[src/spi_defs.svh]
// Control byte field positions and fixed codes of the serial controller.
// Included by the controller; holds definitions only.
`ifndef SPI_DEFS_SVH
`define SPI_DEFS_SVH

// ----------------------------------------------------------------------
// Control byte layout
// ----------------------------------------------------------------------
`define CTRL_RATE0_BIT 0
`define CTRL_RATE1_BIT 1
`define CTRL_PHASE_BIT 2
`define CTRL_POLARITY_BIT 3
`define CTRL_MASTER_BIT 4
`define CTRL_SELECT_PIN_DISABLE_BIT 5
`define CTRL_ENABLE_BIT 6
`define CTRL_RATE2_BIT 7

// ----------------------------------------------------------------------
// Reset values and counts
// ----------------------------------------------------------------------
`define CTRL_RESET 8'h00
`define RATE_FULL_CODE 3'h7
`define LAST_EDGE 4'hF
`define FIFO_DEPTH 16
`define DATA_WIDTH 8

`endif

[src/spi_pkg.sv]
// Types shared by the serial controller files.
// Assumes spi_defs.svh is reachable on the include path.
package spi_pkg;
    typedef logic [7:0] byte_t;
    typedef logic [2:0] rate_t;
    typedef enum logic [1:0] {
        ST_IDLE = 2'b00,
        ST_MSHIFT = 2'b01,
        ST_SSHIFT = 2'b10
    } state_t;
endpackage

[src/spi_rate_div.sv]
// Bit rate divider: one-cycle tick at each serial clock half period.
// Runs only while run is high; restarts from zero when run drops.
`timescale 1ns/1ns
`default_nettype none
`include "spi_defs.svh"
module spi_rate_div (
    input wire logic clk,
    input wire logic rst_n,
    input wire logic run,
    input wire spi_pkg::rate_t rateSel,
    output logic tick
);
    import spi_pkg::*;
    logic [5:0] count;
    logic [5:0] next_count;
    logic [5:0] limit;
    logic [6:0] span;

    // Half period of 2^code cycles; the full-rate code is held at /2
    always_comb begin
        span = (rateSel == `RATE_FULL_CODE) ? 7'h01 : (7'h01 << rateSel);
        limit = 6'(span - 7'h01);
        tick = run && (count == limit);
        next_count = (!run || tick) ? 6'h00 : 6'(count + 6'h01);
    end

    always_ff @(posedge clk) begin
        if (!rst_n) begin
            count <= 6'h00;
        end else begin
            count <= next_count;
        end
    end
endmodule // spi_rate_div
`default_nettype wire

[src/spi_fifo.sv]
// Receive buffer: flip-flop FIFO with valid/ready on both sides.
// Assumes one clock; a push and a pop may share a cycle.
`timescale 1ns/1ns
`default_nettype none
module spi_fifo #(
    parameter int WIDTH = 8,
    parameter int DEPTH = 16
) (
    input wire logic clk,
    input wire logic rst_n,
    input wire logic wrValid,
    output logic wrReady,
    input wire logic [WIDTH-1:0] wrData,
    output logic rdValid,
    input wire logic rdReady,
    output logic [WIDTH-1:0] rdData
);
    localparam int AW = $clog2(DEPTH);
    logic [WIDTH-1:0] mem [DEPTH];
    logic [AW:0] wrPtr;
    logic [AW:0] rdPtr;
    logic [AW:0] next_wrPtr;
    logic [AW:0] next_rdPtr;
    logic push;
    logic pop;

    always_comb begin
        wrReady = (wrPtr[AW] == rdPtr[AW]) || (wrPtr[AW-1:0] != rdPtr[AW-1:0]);
        rdValid = (wrPtr != rdPtr);
        push = wrValid && wrReady;
        pop = rdValid && rdReady;
        next_wrPtr = push ? (AW+1)'(wrPtr + 1'b1) : wrPtr;
        next_rdPtr = pop ? (AW+1)'(rdPtr + 1'b1) : rdPtr;
        rdData = mem[rdPtr[AW-1:0]];
    end

    always_ff @(posedge clk) begin
        if (!rst_n) begin
            wrPtr <= '0;
            rdPtr <= '0;
        end else begin
            wrPtr <= next_wrPtr;
            rdPtr <= next_rdPtr;
        end
        if (push) begin
            mem[wrPtr[AW-1:0]] <= wrData;
        end
    end
endmodule // spi_fifo
`default_nettype wire

[src/spi_ctrl.sv]
// Byte serial controller, master or slave, with control/status/data ports.
// Assumes pins arrive from outside the clock domain; software strobes
// are one-cycle pulses on clk.
// Notes on behaviour
// - Master drives out-line; selected slave drives in-line, here only once a byte is preloaded.
// - Master makes eight clock cycles per byte.
// - Master select bit set means master mode.
// - Only master starts; data write launches it.
// - Write loads shifter; read returns receive buffer.
// - Rate generator paces shifting and clock output.
// - Most significant bit goes first.
// - Master captures incoming byte while shifting out.
// - Every finished byte sets done flag.
// - Master select-disable frees select pin.
// - Slave only when not master and loaded.
// - Slave shifts out-line in on received clock.
// - Slave shifts preloaded byte out on in-line.
// - Slave select-disable acts only with phase one.
// - Slave selection stays with software port pins.
// - Rate code picks divide by 2..128, or 2 for code 7.
// - Polarity sets idle level; disabled idles high.
// - Foreign select low in master: fault, disable, slave.
// - Write during transfer dropped, collision flag set.
`timescale 1ns/1ns
`default_nettype none
`include "spi_defs.svh"
module spi_ctrl (
    input wire logic clk,
    input wire logic rst_n,
    input wire logic ctrlWr,
    input wire spi_pkg::byte_t ctrlIn,
    input wire logic statusRd,
    input wire logic dataWr,
    input wire spi_pkg::byte_t dataIn,
    input wire logic dataRd,
    output spi_pkg::byte_t rxData,
    output logic rxValid,
    output logic peripheralEnable,
    output logic masterSelect,
    output logic transferDone,
    output logic modeFault,
    output logic writeCollision,
    output logic spiRequest,
    output logic ssPinRelease,
    input wire logic ssIn,
    input wire logic sckIn,
    output logic sckOut,
    output logic sckOe,
    input wire logic mosiIn,
    output logic mosiOut,
    output logic mosiOe,
    input wire logic misoIn,
    output logic misoOut,
    output logic misoOe
);
    import spi_pkg::*;

    // ------------------------------------------------------------------
    // Pin synchronisers
    // ------------------------------------------------------------------
    logic [3:0] pinMeta;
    logic ssSync;
    logic sckSync;
    logic mosiSync;
    logic misoSync;
    logic sckPrev;

    always_ff @(posedge clk) begin
        if (!rst_n) begin
            pinMeta <= 4'hF;
            {ssSync, sckSync, mosiSync, misoSync} <= 4'hF;
            sckPrev <= 1'b1;
        end else begin
            pinMeta <= {ssIn, sckIn, mosiIn, misoIn};
            {ssSync, sckSync, mosiSync, misoSync} <= pinMeta;
            sckPrev <= sckSync;
        end
    end

    // ------------------------------------------------------------------
    // Control, shifter and flags
    // ------------------------------------------------------------------
    rate_t rateSel;
    logic clockPhase;
    logic clockPolarity;
    logic selectPinDisable;
    state_t state;
    byte_t shiftReg;
    logic [3:0] edgeIdx;
    logic sckPhase;
    logic slaveArmed;
    logic statusSeen;
    rate_t next_rateSel;
    logic next_clockPhase;
    logic next_clockPolarity;
    logic next_selectPinDisable;
    logic next_peripheralEnable;
    logic next_masterSelect;
    state_t next_state;
    byte_t next_shiftReg;
    logic [3:0] next_edgeIdx;
    logic next_sckPhase;
    logic next_mosiOut;
    logic next_slaveArmed;
    logic next_statusSeen;
    logic next_transferDone;
    logic next_modeFault;
    logic next_writeCollision;
    logic tick;
    logic fifoReady;
    logic busy;
    logic slaveSelected;
    logic faultEvent;
    logic sckEdge;
    logic sampleEdge;
    logic inBit;
    logic xferDone;
    byte_t capture;
    byte_t pushByte;

    spi_rate_div rateDiv (
        .clk(clk),
        .rst_n(rst_n),
        .run(state == ST_MSHIFT),
        .rateSel(rateSel),
        .tick(tick)
    );

    spi_fifo #(
        .WIDTH(`DATA_WIDTH),
        .DEPTH(`FIFO_DEPTH)
    ) rxFifo (
        .clk(clk),
        .rst_n(rst_n),
        .wrValid(xferDone),
        .wrReady(fifoReady),
        .wrData(pushByte),
        .rdValid(rxValid),
        .rdReady(dataRd),
        .rdData(rxData)
    );

    always_comb begin
        busy = (state != ST_IDLE);
        ssPinRelease = selectPinDisable && (masterSelect || clockPhase);
        slaveSelected = !ssSync || ssPinRelease;
        faultEvent = peripheralEnable && masterSelect && !selectPinDisable
            && !ssSync;
        // Slave edges come from the synchronised clock pin
        sckEdge = (state == ST_MSHIFT) ? tick
            : ((state == ST_SSHIFT) && (sckSync != sckPrev));
        sampleEdge = sckEdge && (edgeIdx[0] == clockPhase);
        inBit = (state == ST_MSHIFT) ? misoSync : mosiSync;
        capture = {shiftReg[6:0], inBit};
        // Phase 0 ends on a shift edge, when the byte is already whole
        pushByte = sampleEdge ? capture : shiftReg;
        xferDone = sckEdge && (edgeIdx == `LAST_EDGE);

        next_rateSel = rateSel;
        next_clockPhase = clockPhase;
        next_clockPolarity = clockPolarity;
        next_selectPinDisable = selectPinDisable;
        next_peripheralEnable = peripheralEnable;
        next_masterSelect = masterSelect;
        next_state = state;
        next_shiftReg = shiftReg;
        next_edgeIdx = edgeIdx;
        next_sckPhase = sckPhase;
        next_mosiOut = mosiOut;
        next_slaveArmed = slaveArmed;
        next_statusSeen = statusSeen;
        next_transferDone = transferDone;
        next_modeFault = modeFault;
        next_writeCollision = writeCollision;

        if (ctrlWr) begin
            next_rateSel = {ctrlIn[`CTRL_RATE2_BIT], ctrlIn[`CTRL_RATE1_BIT],
                ctrlIn[`CTRL_RATE0_BIT]};
            next_clockPhase = ctrlIn[`CTRL_PHASE_BIT];
            next_clockPolarity = ctrlIn[`CTRL_POLARITY_BIT];
            next_selectPinDisable = ctrlIn[`CTRL_SELECT_PIN_DISABLE_BIT];
            next_peripheralEnable = ctrlIn[`CTRL_ENABLE_BIT];
            next_masterSelect = ctrlIn[`CTRL_MASTER_BIT];
            if (statusSeen) begin
                next_modeFault = 1'b0;
            end
        end

        // Shifting: sample edges take in, the others present the next bit
        if (sckEdge) begin
            next_edgeIdx = 4'(edgeIdx + 4'h1);
            next_sckPhase = !sckPhase;
            if (sampleEdge) begin
                next_shiftReg = capture;
            end else begin
                next_mosiOut = shiftReg[7];
            end
        end
        if (xferDone) begin
            next_state = ST_IDLE;
            next_edgeIdx = 4'h0;
            next_slaveArmed = 1'b0;
        end

        // Slave byte starts once selected and preloaded
        if (state == ST_IDLE && !masterSelect && peripheralEnable
                && slaveArmed && slaveSelected) begin
            next_state = ST_SSHIFT;
            next_edgeIdx = 4'h0;
            next_sckPhase = 1'b0;
        end
        if (state == ST_SSHIFT && (!slaveSelected || masterSelect)) begin
            next_state = ST_IDLE;
            next_edgeIdx = 4'h0;
            next_sckPhase = 1'b0;
        end

        // Data register access
        if (statusSeen && (dataRd || dataWr)) begin
            next_transferDone = 1'b0;
            next_statusSeen = 1'b0;
        end
        if (dataWr) begin
            if (busy || (masterSelect && !fifoReady)) begin
                next_writeCollision = 1'b1;
            end else begin
                if (statusSeen) begin
                    next_writeCollision = 1'b0;
                end
                next_shiftReg = dataIn;
                next_mosiOut = dataIn[7];
                next_edgeIdx = 4'h0;
                next_sckPhase = 1'b0;
                if (masterSelect && peripheralEnable) begin
                    next_state = ST_MSHIFT;
                end else if (!masterSelect) begin
                    next_slaveArmed = 1'b1;
                end
            end
        end
        if (statusRd) begin
            next_statusSeen = 1'b1;
        end
        if (xferDone) begin
            next_transferDone = 1'b1;
        end

        if (faultEvent) begin
            next_modeFault = 1'b1;
            next_peripheralEnable = 1'b0;
            next_masterSelect = 1'b0;
            next_state = ST_IDLE;
            next_edgeIdx = 4'h0;
            next_sckPhase = 1'b0;
        end
    end

    always_ff @(posedge clk) begin
        if (!rst_n) begin
            rateSel <= 3'h0;
            clockPhase <= 1'b0;
            clockPolarity <= 1'b0;
            selectPinDisable <= 1'b0;
            peripheralEnable <= 1'b0;
            masterSelect <= 1'b0;
            state <= ST_IDLE;
            shiftReg <= 8'h00;
            edgeIdx <= 4'h0;
            sckPhase <= 1'b0;
            mosiOut <= 1'b0;
            slaveArmed <= 1'b0;
            statusSeen <= 1'b0;
            transferDone <= 1'b0;
            modeFault <= 1'b0;
            writeCollision <= 1'b0;
        end else begin
            rateSel <= next_rateSel;
            clockPhase <= next_clockPhase;
            clockPolarity <= next_clockPolarity;
            selectPinDisable <= next_selectPinDisable;
            peripheralEnable <= next_peripheralEnable;
            masterSelect <= next_masterSelect;
            state <= next_state;
            shiftReg <= next_shiftReg;
            edgeIdx <= next_edgeIdx;
            sckPhase <= next_sckPhase;
            mosiOut <= next_mosiOut;
            slaveArmed <= next_slaveArmed;
            statusSeen <= next_statusSeen;
            transferDone <= next_transferDone;
            modeFault <= next_modeFault;
            writeCollision <= next_writeCollision;
        end
    end

    // ------------------------------------------------------------------
    // Pin drive
    // ------------------------------------------------------------------
    always_comb begin
        sckOut = peripheralEnable ? (clockPolarity ^ sckPhase) : 1'b1;
        sckOe = peripheralEnable && masterSelect;
        mosiOe = peripheralEnable && masterSelect;
        misoOut = mosiOut;
        misoOe = peripheralEnable && !masterSelect && slaveArmed
            && slaveSelected;
        spiRequest = transferDone || modeFault;
    end
endmodule // spi_ctrl
`default_nettype wire

[config.mk]
export PLATFORM = sky130hd
export DESIGN_NAME = spi_ctrl
export DESIGN_NICKNAME = d
export VERILOG_FILES = /design/src/spi_pkg.sv /design/src/spi_rate_div.sv /design/src/spi_fifo.sv /design/src/spi_ctrl.sv
export VERILOG_INCLUDE_DIRS = /design/src
export SDC_FILE = /design/constraint.sdc
export NUM_CORES = 1
export LEC_CHECK = 0
export ABC_AREA = 0
export BUFFER_PORTS_ARGS = -buffer_cell sky130_fd_sc_hd__buf_2
export CORE_UTILIZATION = 40
export CTS_BUF_LIST = sky130_fd_sc_hd__clkbuf_4 sky130_fd_sc_hd__clkbuf_8
export DETAILED_ROUTE_END_ITERATION = 8
export GPL_TIMING_DRIVEN = 1
export HOLD_SLACK_MARGIN = 0.08
export PLACE_DENSITY_LB_ADDON = 0.08
export SLEW_MARGIN = 20
export SYNTH_ARGS = -nofsm -noshare
export SYNTH_HDL_FRONTEND = slang
export SYNTH_SLANG_ARGS = --single-unit
[constraint.sdc]
create_clock -name clk -period 6.8 [get_ports clk]
set_clock_uncertainty 0.05 [all_clocks]
set_input_delay 1.02 -clock clk [delete_from_list [all_inputs] [get_ports clk]]
set_output_delay 1.02 -clock clk [all_outputs]
set_load 0.01 [all_outputs]
# Word level (Yosys, flattened, before mapping)
# Memories as Yosys holds them, arrays and structs flattened. A register that Yosys moved wholly into a read port is not among the register bits.
# Cells that the tools add are included.
op_classes:
  addsub: 5
  n_eq_ne: 10
  n_shift: 1
  n_mux: 45
  n_bitwise: 2
  n_reduce_logical: 46
op_table:
  columns: ["cell", "count"]
  rows:
  - ["$mux W4", 8]
  - ["$mux W8", 4]
  - ["$mux W1", 26]
  - ["$logic_and A1 B1 Y1", 20]
  - ["$mux W2", 6]
  - ["$reduce_bool A2 Y1", 6]
  - ["$add A5 B1 Y5 const B", 2]
  - ["$logic_or A1 B1 Y1", 8]
  - ["$logic_not A1 Y1", 7]
  - ["$add A6 B1 Y6 const B", 1]
  - ["$eq A6 B6 Y1", 1]
  - ["$mux W6", 1]
  - ["$shl A1 B3 Y6 const A", 1]
  - ["$sub A6 B1 Y6 const B", 1]
  - ["$ne A5 B5 Y1", 1]
  - ["$add A4 B1 Y4 const B", 1]
  - ["$eq A4 B4 Y1 const B", 1]
  - ["$ne A4 B4 Y1", 1]
  - ["$reduce_and A2 Y1", 2]
  - ["$reduce_or A2 Y1", 2]
  - ["$eq A3 B3 Y1 const B", 1]
  - ["$eq A1 B1 Y1", 2]
  - ["$eq A2 B1 Y1 const B", 1]
  - ["$eq A2 B2 Y1 const B", 1]
  - ["4 further kinds", 4]
word_totals:
  ff_bits: 54
  ramBits: 128
  in_bits: 26
  elab_cells: 135
  n_memories: 1
memory_table:
  columns: ["name", "words", "word_bits", "rd", "rd_clocked_by_memory_dff", "write_ports", "line_no", "rtl"]
  rows:
  - ["rxFifo.mem", 16, 8, 1, 1, 1, "spi_fifo.sv:19", "logic [WIDTH-1:0] mem [DEPTH];"]

# Depth between registers and ports, before layout
depth:
  depth_word: 13
  mapped_depth: 13
  ltp_nobuf: 9

# Hierarchy
# From an unflattened synthesis, not the netlist that was laid out.
unflattened:
  hier_cells: 518
  area_unflattened_um2: 8007.7
modules_own_cells:
  columns: ["module", "n_inst", "cells_each", "area_each_um2", "seq_area_each_um2"]
  rows:
  - ["spi_fifo", 1, 284, 5821.8, 4124.0]
  - ["spi_ctrl", 1, 181, 1692.9, 760.7]
  - ["spi_rate_div", 1, 53, 493.0, 120.1]

# Worst setup path after synthesis
# OpenSTA, ideal clock, no wires.
synth_path:
  kind: "register -> register"
  from: "register rateSel[2]"
  to: "memory rxFifo.mem[7][0] (enable)"
  arrival_time_ps: 3324
  required_time_ps: 6352
  slack_ps: 3028
  path_stages_with_launch: 13
  n_path_buf: 3
  period_less_slack_ps: 3772
  path_cell_list: "dfxtp_1 buf_2 nor3_1 a21oi_1 ha_1 buf_6 and4b_1 or4_1 a21oi_2 a31o_2 buf_2 nand2_1 nor4b_1"
synth_between:
  elab_chain_len: 10
  word_cells_on_any_way: 11
synth_lines:
  columns: ["element", "line_no", "rtl"]
  rows:
  - ["start: declaration", "spi_ctrl.sv:83", "rate_t rateSel;"]
  - ["start signal: assignment", "spi_ctrl.sv:277", "rateSel <= next_rateSel;"]
  - ["$eq A3 B3 Y1 (no line) / $shl A1 B3 Y6 (equally long branches)", null, null]
  - ["$mux W6 *", "spi_rate_div.sv:21", "span = (rateSel == `RATE_FULL_CODE) ? 7'h01 : (7'h01 << rateSel);"]
  - ["$sub A6 B1 Y6 *", "spi_rate_div.sv:22", "limit = 6'(span - 7'h01);"]
  - ["$eq A6 B6 Y1 *", "spi_rate_div.sv:23", "tick = run && (count == limit);"]
  - ["$logic_and A1 B1 Y1 *", "spi_rate_div.sv:23", null]
  - ["$mux W1 *", "spi_ctrl.sv:150", "sckEdge = (state == ST_MSHIFT) ? tick"]
  - ["$logic_and A1 B1 Y1 *", "spi_ctrl.sv:157", "xferDone = sckEdge && (edgeIdx == `LAST_EDGE);"]
  - ["$logic_and A1 B1 Y1 *", "spi_fifo.sv:30", "push = wrValid && wrReady;"]
  - ["$mux W1 *", "spi_fifo.sv:45", "if (push) begin"]
  - ["$mux W1 (implied by the code) *", "spi_fifo.sv:46", "mem[wrPtr[AW-1:0]] <= wrData;"]
  - ["end: declaration", "spi_fifo.sv:19", null]
# Every way passes the cells marked *; elsewhere a longest branch is shown, timed or not.

# Final worst setup path
layout_path:
  from: "register rateSel[2]"
  to: "memory rxFifo.mem[6][1] (enable)"
# Same word-level chain as after synthesis.

==> impl_summary.txt <==
----------------------------------------------------
[Synthesis]
  Most used flip-flop cell after synthesis ... sky130_fd_sc_hd__edfxtp_1
  Cell count after synthesis ... 529
  Post-Synthesis Cell Area ... approximately 8000 um^2
  Total of warnings raised by yosys ... 0
  Number of synthesized register bits ... about 190
  Post-synth net total ... 563
  Avg Synthesized Cell Area ... 14.83 um^2
  Sequential cell area fraction in the yosys report ... 63.80%
  Post-synthesis cell type count ... 52
  Largest area contributor in the netlist ... sky130_fd_sc_hd__edfxtp_1
  Fraction of post-synthesis cell area in the top cell type by area ... 49.00%
  Share of flip-flops with an asynchronous set or reset ... 0%
  Leading post-synthesis cells by cell area ... sky130_fd_sc_hd__edfxtp_1, sky130_fd_sc_hd__dfxtp_1, sky130_fd_sc_hd__mux4_2, sky130_fd_sc_hd__mux2i_1, sky130_fd_sc_hd__xor2_1
  Post-synth EDFFs ... 128

[STA]
  Final setup TNS ... 0 ps
  Least setup slack across all paths after layout ... 2448 ps
  Number of max-slew violations in the final report ... 0
  Worst hold slack ... 366.1 ps
  Unrepaired setup endpoints after global routing ... false
  Min cycle time layout ... 4352 ps
  Tcrit/Tclk final ... 64.00%
  Peak clock frequency supported by timing ... between 200 and 250 MHz
  Transition at the pin with the smallest max-transition slack ... roughly 990 ps
  Normalized max-slew margin ... 33.39%
  Final hold violation count ... 0
  Setup violators final ... 0

[Worst setup path]
  Endpoint class of the critical path ... flop
  Sort of element at the start of the critical path ... flop
  Arrival @ worst endpoint ... 4420 ps
  Critical path cell sequence ... and2_1 > a21oi_1 > ha_1 > and4b_1 > or4_1 > a21oi_2 > a31oi_2 > buf_4 > nor3_2 > and4_1
  Highest net fanout along the worst path ... 29
  Critical-path top delay cell ... sky130_fd_sc_hd__nor3_2
  Highest cell delay on the worst timing path ... 810 ps
  Endpoint required time on the critical path ... 6870 ps
  Critical setup path kind ... reg -> reg

[Clock tree]
  Number of gates resized after cts ... 0
  Later-pin clock latency in the skew report ... between 400 and 500 ps
  Setup repair bufs after CTS ... 0
  Total CTS buffers ... 17
  Clock slew seen by the registers of the worst setup and hold paths ... 100 ps
  Hold bufs inserted after CTS ... 0
  Master cell of the clock root buffer ... sky130_fd_sc_hd__clkbuf_8
  Maximum level of the CTS H-tree ... 4
  Clock tree from TritonCTS ... yes
  TritonCTS sink count ... between 150 and 200
  Clock Tree Buf Depth ... 2

[Route]
  Length of the first detailed-routing pass in iterations ... 5
  Antenna-violating nets left ... 0
  Per-cell via count in the routed design ... 5.369
  Detailed-route DRC error count ... 0
  Final routed wire length divided by cell count ... ~21 um
  DRT iter0 DRCs ... 254
  Total length of routed wires ... 17760 um
  Number of vias in the routed layout ... 4510

[Cells and area]
  Highest-count cells in the layout ignoring fill and taps ... sky130_fd_sc_hd__edfxtp_1, sky130_fd_sc_hd__dfxtp_1, sky130_fd_sc_hd__buf_2
  Most frequent standard cell in the layout excluding fill and tap cells ... sky130_fd_sc_hd__edfxtp_1
  # nets final ... 602
  Post-layout instance count excluding filler cells ... 840
  Ratio of cells with drive above 1 in the final layout ... 24.14%
  Signed area change from the synthesized netlist to the final layout ... 10.70%
  Total inserted antenna cells ... 0

[Floorplanning]
  Standard cell core area ... 18960 um^2
  Vertical extent of the die ... about 140 um
  Site Rows ... 50
  I/O pin cnt ... between 40 and 50
  Initial Utilization ... 41.39%
  Overall die area ... between 20000 and 25000 um^2
  Chip Width ... 142.0 um

[Pwr]
  Leakage dissipation ... 2.888 nW
  Worst ir drop on vdd ... between 0.1 and 0.15 mV
  Total power draw ... about 2 mW
  Power Density ... 230.9 nW/um^2

[Global routing]
  Global-route wire length before repair ... ~27000 um
  Number of global-route vias before repair ... 4640
  GRT Resource Usage Total ... 18.91%
  Number of antenna violations at the first check in global routing ... 0
  Remaining global-route overflow ... 0
  Pin count of the biggest net entering global routing ... 46

[Placed design]
  Number of buffer cells added on primary ports ... 47
  Post-place setup slack ... 2454 ps
  GPL Wtd Cong ... 0.7247
  Instance count after placement with tap cells included ... 809
  HPWL after DPL ... 11820 um

[Run status]
  Run status ... completed

[Flow run]
  Max cap viols ... 0

[Worst hold path]
  Path class of the lowest-slack min-delay path ... reg -> reg

----------------------------------------------------
[area by class of cell]
cell class / count / area, um^2
Fill cell: 1710 / 10270
Sequential cell: 186 / 5006
Multi-Input combinational cell: 303 / 2696
Tap cell: 260 / 325.3
Timing Repair Buffer: 52 / 272.8
Clock buffer: 18 / 241.5
Clock inverter: 13 / 112.6
Inverter: 8 / 30.03
[per-stage QoR]
step | area, um^2 | util (%)
2_1_floorplan | 7845 | -
3_3_place_gp | 8324 | 43.91
3_5_place_dp | 8330 | 43.95
4_1_cts | 8685 | 45.82
5_1_grt | 8685 | 45.82
6_report | 8685 | 45.82
[routing by layer]
layer  global-route usage [%]  wire length (um)  up-vias
li1                         -                 -     2118
met3                    2.995               567       17
met2                    33.85              9406       92
met5                        0                 0        -
met1                    23.05              7528     2283
met4                    6.621               262        0
[sequential cells by signal (all words and copies together), names as in the netlist, 2 cells and up, named ones only]
name and count:
rxFifo.rdPtr 5, rateDiv.count 6, rxFifo.mem 128, rateSel 3
edgeIdx 4, state 2, rxFifo.wrPtr 5, shiftReg 8
pinMeta 4
[path summary, 6_finish.rpt]
kind | cells after the start | slack (ps) | startpoint | endpoint
hold / removal | 1 | 370 | pinMeta[2] | sckSync
setup / recovery | 10 | 2450 | rateSel[2] | rxFifo.mem[6][1]
setup reg to reg | 10 | 2450 | rateSel[2] | rxFifo.mem[6][1]
hold reg to reg | 1 | 370 | pinMeta[2] | sckSync
[cell usage after synthesis, types with 2 or more instances]
| cell type | n |
|---|---|
| sky130_fd_sc_hd__edfxtp_1 | 128 |
| sky130_fd_sc_hd__dfxtp_1 | 58 |
| sky130_fd_sc_hd__mux4_2 | 40 |
| sky130_fd_sc_hd__nor2_1 | 27 |
| sky130_fd_sc_hd__nand2_1 | 26 |
| sky130_fd_sc_hd__clkbuf_1 | 16 |
| sky130_fd_sc_hd__nor2b_1 | 15 |
| sky130_fd_sc_hd__a21oi_1 | 13 |
| sky130_fd_sc_hd__xor2_1 | 13 |
| sky130_fd_sc_hd__mux2i_1 | 12 |
| sky130_fd_sc_hd__nand2b_1 | 12 |
| sky130_fd_sc_hd__nand3_1 | 12 |
| sky130_fd_sc_hd__nor3_1 | 9 |
| sky130_fd_sc_hd__ha_1 | 8 |
| sky130_fd_sc_hd__inv_1 | 8 |
| sky130_fd_sc_hd__or3_1 | 8 |
| sky130_fd_sc_hd__xnor2_1 | 8 |
| sky130_fd_sc_hd__buf_2 | 7 |
| sky130_fd_sc_hd__o211ai_1 | 7 |
| sky130_fd_sc_hd__o21ai_0 | 7 |
| sky130_fd_sc_hd__a211oi_1 | 6 |
| sky130_fd_sc_hd__a21boi_0 | 6 |
| sky130_fd_sc_hd__and4_1 | 6 |
| sky130_fd_sc_hd__buf_1 | 6 |
| sky130_fd_sc_hd__mux2_2 | 6 |
| sky130_fd_sc_hd__and3_1 | 5 |
| sky130_fd_sc_hd__and4b_1 | 5 |
| sky130_fd_sc_hd__o31ai_1 | 5 |
| sky130_fd_sc_hd__or4_1 | 5 |
| sky130_fd_sc_hd__a31oi_1 | 4 |
| sky130_fd_sc_hd__and2_1 | 4 |
| sky130_fd_sc_hd__nand4_1 | 4 |
| sky130_fd_sc_hd__a21boi_1 | 3 |
| sky130_fd_sc_hd__nor4_1 | 3 |
| sky130_fd_sc_hd__nor4b_1 | 3 |
| sky130_fd_sc_hd__a21o_1 | 2 |
| sky130_fd_sc_hd__buf_4 | 2 |
| sky130_fd_sc_hd__nor3b_1 | 2 |
| sky130_fd_sc_hd__o21a_1 | 2 |
| sky130_fd_sc_hd__o221ai_1 | 2 |
| sky130_fd_sc_hd__or2_2 | 2 |
| sky130_fd_sc_hd__or4bb_1 | 2 |
[power breakdown]
part	switching (mW)	leakage, nW	internal, mW
Clock	0.415	0.175	0.266
Combinational	0.0569	1.07	0.0312
Sequential	0.0128	1.64	1.22
[logic make-up (layout without fill, tap and decap cells)]
logic type,Yosys count,in the layout,share of synthesized area [%]
buf+inv,40,91,2.217
fa+ha+maj,8,8,1.276
flops,186,186,63.80
simple gates,153,153,10.99
xor+xnor,21,21,2.345
mux,58,58,13.88
compound gates,63,63,5.502
[critical path: cells and delay by family (launching register included)]
| kind | cells | cell delay (ps) |
|---|---|---|
| and+or+nand+nor | 5 | 2400 |
| DFF | 1 | 630 |
| AOI/OAI and AO/OA | 3 | 380 |
| adders and majority gates | 1 | 320 |
| buffers and inverters | 1 | 230 |
Note: power is estimated with default switching activity, not from simulation.
